[config.mk]
export PLATFORM = sky130hd
export DESIGN_NAME = wake_source_control_regs
export DESIGN_NICKNAME = d
export VERILOG_FILES = /design/src/wake_cfg_pkg.sv /design/src/wake_source_control_regs.sv
export SDC_FILE = /design/constraint.sdc
export NUM_CORES = 1
export LEC_CHECK = 0
export BUFFER_PORTS_ARGS = -buffer_cell sky130_fd_sc_hd__buf_2
export CORE_MARGIN = 2
export CORE_UTILIZATION = 54
export CTS_BUF_LIST = sky130_fd_sc_hd__clkbuf_8
export CTS_CLUSTER_SIZE = 25
export DETAILED_ROUTE_END_ITERATION = 6
export PLACE_DENSITY_LB_ADDON = 0.3
export SYNTH_ARGS = -nofsm -noshare
export SYNTH_HDL_FRONTEND = slang
export SYNTH_SLANG_ARGS = --single-unit
[constraint.sdc]
create_clock -name clk_sys_i -period 2.45 [get_ports clk_sys_i]
set_clock_uncertainty 0.1 [all_clocks]
set_input_delay 0.1225 -clock clk_sys_i [delete_from_list [all_inputs] [get_ports clk_sys_i]]
set_output_delay 0.1225 -clock clk_sys_i [all_outputs]
set_load 0.005 [all_outputs]
[src/wake_cfg_pkg.sv]
// constants and types for the wake source configuration register bank
package wake_cfg_pkg;
   // register addresses on the serial control frame (7-bit)
   localparam logic [6:0] ADDR_PEAK = 7'h05;
   localparam logic [6:0] ADDR_INT_WAKE = 7'h06;
   localparam logic [6:0] ADDR_EXT_WAKE = 7'h07;
   localparam logic [6:0] ADDR_PULL = 7'h08;

   // field positions
   localparam int PEAK_SEL_BIT = 5;
   localparam int T2_WAKE_BIT = 7;
   localparam int T1_WAKE_BIT = 6;
   localparam int WD_OFF_HI_BIT = 2;
   localparam int SCOPE_BIT = 7;
   localparam int MEAS_BIT = 5;
   localparam int WAKE_INPUT_THREE_ENABLE_BIT = 2;
   localparam int WAKE_INPUT_TWO_ENABLE_BIT = 1;
   localparam int WAKE_INPUT_ONE_ENABLE_BIT = 0;
   localparam int PULL_W = 2;

   // power-on / soft reset values
   localparam logic [7:0] PEAK_RST = 8'h00;
   localparam logic [7:0] INT_WAKE_RST = 8'h00;
   localparam logic [7:0] EXT_WAKE_RST = 8'h07;
   localparam logic [7:0] PULL_RST = 8'h00;

   // host-writable bits; everything else is reserved and reads zero
   localparam logic [7:0] PEAK_WMASK = 8'h20;
   localparam logic [7:0] INT_WAKE_WMASK = 8'hc4;
   localparam logic [7:0] EXT_WAKE_WMASK = 8'ha7;
   localparam logic [7:0] PULL_WMASK = 8'h3f;

   // bits kept on restart entry, the rest clear
   localparam logic [7:0] PEAK_KEEP = 8'h20;
   localparam logic [7:0] INT_WAKE_KEEP = 8'hc0;
   localparam logic [7:0] EXT_WAKE_KEEP = 8'ha7;
   localparam logic [7:0] PULL_KEEP = 8'h3f;

   // fail-safe patterns
   localparam logic [7:0] PEAK_FS = 8'h01;
   localparam logic [7:0] EXT_FS_KEEP = 8'ha0;
   localparam logic [7:0] EXT_FS_SET = 8'h07;
   localparam logic [2:0] BUS_MODE_FS = 3'h1;

   // pull field encodings
   localparam logic [1:0] PULL_NONE = 2'h0;
   localparam logic [1:0] PULL_DOWN = 2'h1;
   localparam logic [1:0] PULL_UP = 2'h2;
   localparam logic [1:0] PULL_AUTO = 2'h3;

   typedef enum logic [2:0] {
      MODE_INIT,
      MODE_NORMAL,
      MODE_STOP,
      MODE_SLEEP,
      MODE_RESTART,
      MODE_FAILSAFE
   } op_mode_t;

   typedef struct packed {
      logic wr;
      logic rd;
      logic [6:0] addr;
      logic [7:0] wdata;
   } reg_req_t;

   typedef struct packed {
      logic [7:0] peak;
      logic [7:0] int_wake;
      logic [7:0] ext_wake;
      logic [7:0] pull;
      logic [7:0] rdata;
      logic rvalid;
      logic irq;
      logic bus_fs_load;
   } bank_state_t;
endpackage

[src/wake_source_control_regs.sv]
// wake source configuration register bank with its mode-dependent updates
`timescale 1ns/10ps

//////////////////////////////////////////////////////////////////////////////
module wake_source_control_regs
   import wake_cfg_pkg::*;
(
   input wire logic clk_sys_i,
   input wire logic rst_n_i,
   input wire reg_req_t req_i,
   input wire op_mode_t mode_i,
   input wire logic soft_reset_i,
   input wire logic restart_entry_i,
   input wire logic failsafe_entry_i,
   input wire logic wd_off_set_i,
   input wire logic wd_off_clr_i,
   input wire logic wake_event_i,
   input wire logic status_event_i,
   output logic [7:0] rdata_o,
   output logic rvalid_o,
   output logic access_fail_o,
   output logic irq_o,
   output logic bus_fs_load_o,
   output logic [2:0] bus_fs_mode_o,
   output logic peak_high_o,
   output logic timer2_wake_en_o,
   output logic timer1_wake_en_o,
   output logic stop_watchdog_off_bit_hi_o,
   output logic [2:0] wake_input_en_o,
   output logic meas_active_o,
   output logic [2:0] pull_up_o,
   output logic [2:0] pull_down_o,
   output logic [2:0] pull_auto_o
);

   bank_state_t cur;
   bank_state_t next_cur;
   logic hit;
   logic peak_unlocked;

   //////////////////////////////////////////////////////////////////////////
   // address decode and write permission
   always_comb begin
      hit = (req_i.addr == ADDR_PEAK) || (req_i.addr == ADDR_INT_WAKE) ||
            (req_i.addr == ADDR_EXT_WAKE) || (req_i.addr == ADDR_PULL);
      peak_unlocked = (mode_i == MODE_INIT) || (mode_i == MODE_NORMAL);
   end

   // stop-mode peak writes are silently dropped, only unmapped addresses fail
   assign access_fail_o = (req_i.wr || req_i.rd) && !hit;

   //////////////////////////////////////////////////////////////////////////
   // next state
   always_comb begin
      next_cur = cur;
      next_cur.rvalid = 1'b0;
      next_cur.bus_fs_load = 1'b0;
      if (failsafe_entry_i) begin
         // fail-safe outranks a simultaneous host write so wake stays possible
         next_cur.peak = PEAK_FS & PEAK_WMASK;
         next_cur.ext_wake = (cur.ext_wake & EXT_FS_KEEP) | EXT_FS_SET;
         next_cur.bus_fs_load = 1'b1;
      end else if (restart_entry_i) begin
         next_cur.peak = cur.peak & PEAK_KEEP;
         next_cur.int_wake = cur.int_wake & INT_WAKE_KEEP;
         next_cur.ext_wake = cur.ext_wake & EXT_WAKE_KEEP;
         next_cur.pull = cur.pull & PULL_KEEP;
      end else if (soft_reset_i) begin
         next_cur.peak = PEAK_RST;
         next_cur.int_wake = INT_WAKE_RST;
         next_cur.ext_wake = EXT_WAKE_RST;
         next_cur.pull = PULL_RST;
      end else if (req_i.wr) begin
         unique case (req_i.addr)
            ADDR_PEAK: begin
               if (peak_unlocked) begin
                  next_cur.peak = req_i.wdata & PEAK_WMASK;
               end
            end
            ADDR_INT_WAKE: begin
               next_cur.int_wake = req_i.wdata & INT_WAKE_WMASK;
            end
            ADDR_EXT_WAKE: begin
               next_cur.ext_wake = req_i.wdata & EXT_WAKE_WMASK;
            end
            ADDR_PULL: begin
               next_cur.pull = req_i.wdata & PULL_WMASK;
            end
            default: begin
               next_cur.peak = cur.peak;
            end
         endcase
      end
      // the device's own watchdog update beats a host write in the same cycle
      if (!failsafe_entry_i && !restart_entry_i && !soft_reset_i) begin
         if (wd_off_set_i) begin
            next_cur.int_wake[WD_OFF_HI_BIT] = 1'b1;
         end else if (wd_off_clr_i) begin
            next_cur.int_wake[WD_OFF_HI_BIT] = 1'b0;
         end
      end
      if (req_i.rd) begin
         next_cur.rvalid = 1'b1;
         unique case (req_i.addr)
            ADDR_PEAK: next_cur.rdata = cur.peak & PEAK_WMASK;
            ADDR_INT_WAKE: next_cur.rdata = cur.int_wake & INT_WAKE_WMASK;
            ADDR_EXT_WAKE: next_cur.rdata = cur.ext_wake & EXT_WAKE_WMASK;
            ADDR_PULL: next_cur.rdata = cur.pull & PULL_WMASK;
            default: next_cur.rdata = 8'h00;
         endcase
      end
      // scope bit: wake events always, other status only when widened
      next_cur.irq = wake_event_i ||
                     (cur.ext_wake[SCOPE_BIT] && status_event_i);
   end

   always_ff @(posedge clk_sys_i or negedge rst_n_i) begin
      if (!rst_n_i) begin
         cur <= '{peak: PEAK_RST, int_wake: INT_WAKE_RST,
                  ext_wake: EXT_WAKE_RST, pull: PULL_RST, rdata: 8'h00,
                  rvalid: 1'b0, irq: 1'b0, bus_fs_load: 1'b0};
      end else begin
         cur <= next_cur;
      end
   end

   //////////////////////////////////////////////////////////////////////////
   // outputs
   assign rdata_o = cur.rdata;
   assign rvalid_o = cur.rvalid;
   assign irq_o = cur.irq;
   assign bus_fs_load_o = cur.bus_fs_load;
   assign bus_fs_mode_o = BUS_MODE_FS;
   assign peak_high_o = cur.peak[PEAK_SEL_BIT];
   assign timer2_wake_en_o = cur.int_wake[T2_WAKE_BIT];
   assign timer1_wake_en_o = cur.int_wake[T1_WAKE_BIT];
   assign stop_watchdog_off_bit_hi_o = cur.int_wake[WD_OFF_HI_BIT];
   assign wake_input_en_o[2] = cur.ext_wake[WAKE_INPUT_THREE_ENABLE_BIT];
   // measurement mode takes inputs one and two away from wake duty
   assign wake_input_en_o[1] = cur.ext_wake[WAKE_INPUT_TWO_ENABLE_BIT] &&
                               !cur.ext_wake[MEAS_BIT];
   assign wake_input_en_o[0] = cur.ext_wake[WAKE_INPUT_ONE_ENABLE_BIT] &&
                               !cur.ext_wake[MEAS_BIT];
   assign meas_active_o = cur.ext_wake[MEAS_BIT] &&
                          (mode_i == MODE_NORMAL);

   genvar gi;
   generate
      for (gi = 0; gi < 3; gi++) begin : g_pull
         logic [1:0] fld;
         assign fld = cur.pull[gi*PULL_W +: PULL_W];
         assign pull_up_o[gi] = (fld == PULL_UP);
         assign pull_down_o[gi] = (fld == PULL_DOWN);
         assign pull_auto_o[gi] = (fld == PULL_AUTO);
      end
   endgenerate

   logic plain_write;
   assign plain_write = req_i.wr && !failsafe_entry_i && !restart_entry_i &&
                        !soft_reset_i;
endmodule

==> flow_summary_export.csv <==
group,metric,value,unit
status,status,"finished, final reports clean",
clocking,cts_buffer_depth,2,
grt,grt_max_degree,27,
synthesis,netlist_instances,169,
synthesis,ys_top_cells_by_count,"dfrtp_1, nand2_1, buf_4",
min_path,hold_path.class,"in -> reg",
floorplan,start_util,56.34,%
synthesis,async_reset_ff_share,100.0,%
sta,slew_headroom,61.33,%
synthesis,synth_area_leaders,"dfrtp_1, buf_4, dfstp_2",
run,drv_cap,0,
critical_path,worstSetupPathType,"in -> reg",
critical_path,endpoint,"stop_watchdog_off_bit_hi_o",
synthesis,ys_ff_latch,26,
floorplan,die_w,57.41,um
placed_design,dp_hpwl,2808,um
synthesis,ys_warn_count,0,
critical_path,r2r_end,"irq_o",
critical_path,reg2reg_depth,2,
critical_path,required,2.54,ns
power_and_ir_drop,leakagePower,0.8342,nW
critical_path,ff2ff_setup_slack,1.06,ns
sta,fin_crit,1.638,ns
critical_path,cp_slowest_cell,"dlygate4sd3_1",
critical_path,slowest_delay,0.53,ns
sta,rsz0062_at_grt,"no",
synthesis,yosys.area.top_type,"dfrtp_1",
floorplan,die_area,3295,um2
sta,finalHoldViolCount,0,
clocking,cts_made_buffers,3,
clocking,tritoncts,"yes",
clocking,clk_pin_slew,0.09,ns
clocking,cts_resized,0,
layout,antenna-diode-count,0,
floorplan,chipHeight,57.41,um
critical_path,endpoint_kind,"flip-flop",
power_and_ir_drop,peakVddDrop,0.4597,mV
grt,top_usage_layer,"met2",
synthesis,ys_seq_area_share,42.49,%
floorplan,rows,19,
synthesis,synth_ff_type,"dfrtp_1",
grt,antenna_found_initial,0,
synthesis,synth_edf_count,0,
sta,fmax,0.6106,GHz
layout,fillers,225,
clocking,postCtsSetupRepairBufs,0,
placed_design,io_buffer_count,57,
critical_path,cp.arrival,1.72,ns
placed_design,placed_cells,239,
layout,fin_nets,248,
critical_path,setup.worst_path.start_class,"input pin",
synthesis,synth_top_area_share,37.37,%
route,drt_iter0_drc,85,
grt,grt_overflow,0,
clocking,worst_skew_pair.late_latency,0.27,ns
grt,first_global_vias,1407,
synthesis,synth_cell_types,37,
clocking,cts_root_buf,"clkbuf_8",
critical_path,worstPathCellList,"dlygate4sd3_1 > buf_2 > nor2_1 > nand3_1 > mux2_2 > o221ai_1",
sta,setup_viol,0,
layout,drive_above_1_share,32.57,%
floorplan,core_area,2734,um2
clocking,h-tree-depth,1,
synthesis,syn_area,1540,um2
grt,use_met1,31.20,%
route,drt-wirelength-per-cell,15.31,um
route,viasPerCell,5.779,
grt,grt_first_pass_wirelength,6237,um
clocking,hold_buffers,6,
min_path,holdCritStartpoint,"req_i[5]",
synthesis,synth.most_common_cell,"dfrtp_1",
route,firstDrtPassIters,5,
critical_path,critical_path.max_fanout,10,
layout,area_delta_synth_final,19.41,%
sta,drv_slew,0,
sta,period_share,66.84,%
route,routed_wirelength,3811,um
layout,final_cells,249,
placed_design,place_congestion,0.8723,
grt,met2_usage,40.75,%
critical_path,r2r_start,"cur[26]",
sta,max_slew.worst_pin.slew,0.5800,ns
critical_path,critPathLaunch,"failsafe_entry_i",
route,detail-route-antenna-nets,0,
grt,track_usage,24.12,%
clocking,cts.sinks,26,
floorplan,boundaryPins,61,
min_path,hold_depth,2,
grt,grt_use_met3,3.175,%
route,route.detailed.drc,0,
synthesis,syn_area_per_cell,9.114,um2
power_and_ir_drop,powerDensity,506.1,nW/um2
sta,fin_setup_tns,0,ns
route,via_count,1439,
-- power by group --
| part | leakage, nW | total (mW) | switching, mW | internal (mW) |
|---|---|---|---|---|
| Clock | 0.0288 | 0.278 | 0.135 | 0.144 |
| Combinational | 0.483 | 0.169 | 0.0884 | 0.0809 |
| Sequential | 0.322 | 0.483 | 0.0290 | 0.454 |
-- state kept, by name, indices dropped and copies added (netlist names) --
signal and flops:
peak_high_o 1, stop_watchdog_off_bit_hi_o 1, rdata_o 8, timer2_wake_en_o 1
cur 10, rvalid_o 1, irq_o 1, wake_input_en_o 1
timer1_wake_en_o 1, bus_fs_load_o 1
-- cell families after synthesis --
group | count (synthesis) | synth area share (%)
other | 2 | 0.4876
AOI/OAI and AO/OA | 40 | 17.30
muxes | 7 | 4.874
DFF | 26 | 42.49
and+or+nand+nor | 65 | 23.07
buffers and inverters | 29 | 11.78
-- layer usage --
layer,routed length [um],up-vias
li1,-,685
met2,1949,66
met3,219,8
met1,1573,680
met5,0,-
met4,68,0
-- final cells by class --
type	count	area, um2	share of cell area (%)
well taps	31	38.79	2.109
flip-flops and latches	26	654.4	35.58
clock buffers	4	55.05	2.993
multi-input cells	115	708.2	38.50
repair buffers	63	345.3	18.78
inverters	10	37.54	2.041
-- worst max-delay path: cells and delay by family --
| family | cells | cell delay, ns |
|---|---|---|
| buffers and inverters | 2 | 0.70 |
| multiplexers | 1 | 0.29 |
| AND/OR/NAND/NOR | 2 | 0.44 |
| AO/OA/AOI/OAI | 1 | 0.17 |
-- through the flow --
step	hold WS (ns)	power (mW)	cell area [um2]	util, %	worst slack, ns
floorplan	-0.2731	0.5708	1544	-	0.9307
global placement	0.04882	0.6409	1724	63.07	0.7192
detailed placement	0.04822	0.6470	1724	63.07	0.6454
CTS	0.04090	0.9236	1839	67.28	0.8450
global route	0.05382	0.9692	1839	67.28	0.7094
finish	0.04001	0.9308	1839	67.28	0.8124
-- worst min path at each step --
stage / to
CTS: cur[16]
global placement: peak_high_o
global route: cur[16]
finish: cur[16]
floorplan: bus_fs_load_o
detailed placement: rdata_o[5]
-- cell usage in the layout, fill, tap and decap left out, types with 4 or more instances in the layout --
cell	instances
and2_1	5
nor2b_1	8
inv_1	10
nor3_1	6
buf_2	57
mux2_2	4
nand2_1	14
nor2_1	9
clkbuf_8	4
dlygate4sd3_1	6
a22oi_1	6
o21ai_0	10
dfrtp_1	23
nand3_1	7
o22ai_1	7
(Power assumes the default switching activity.)
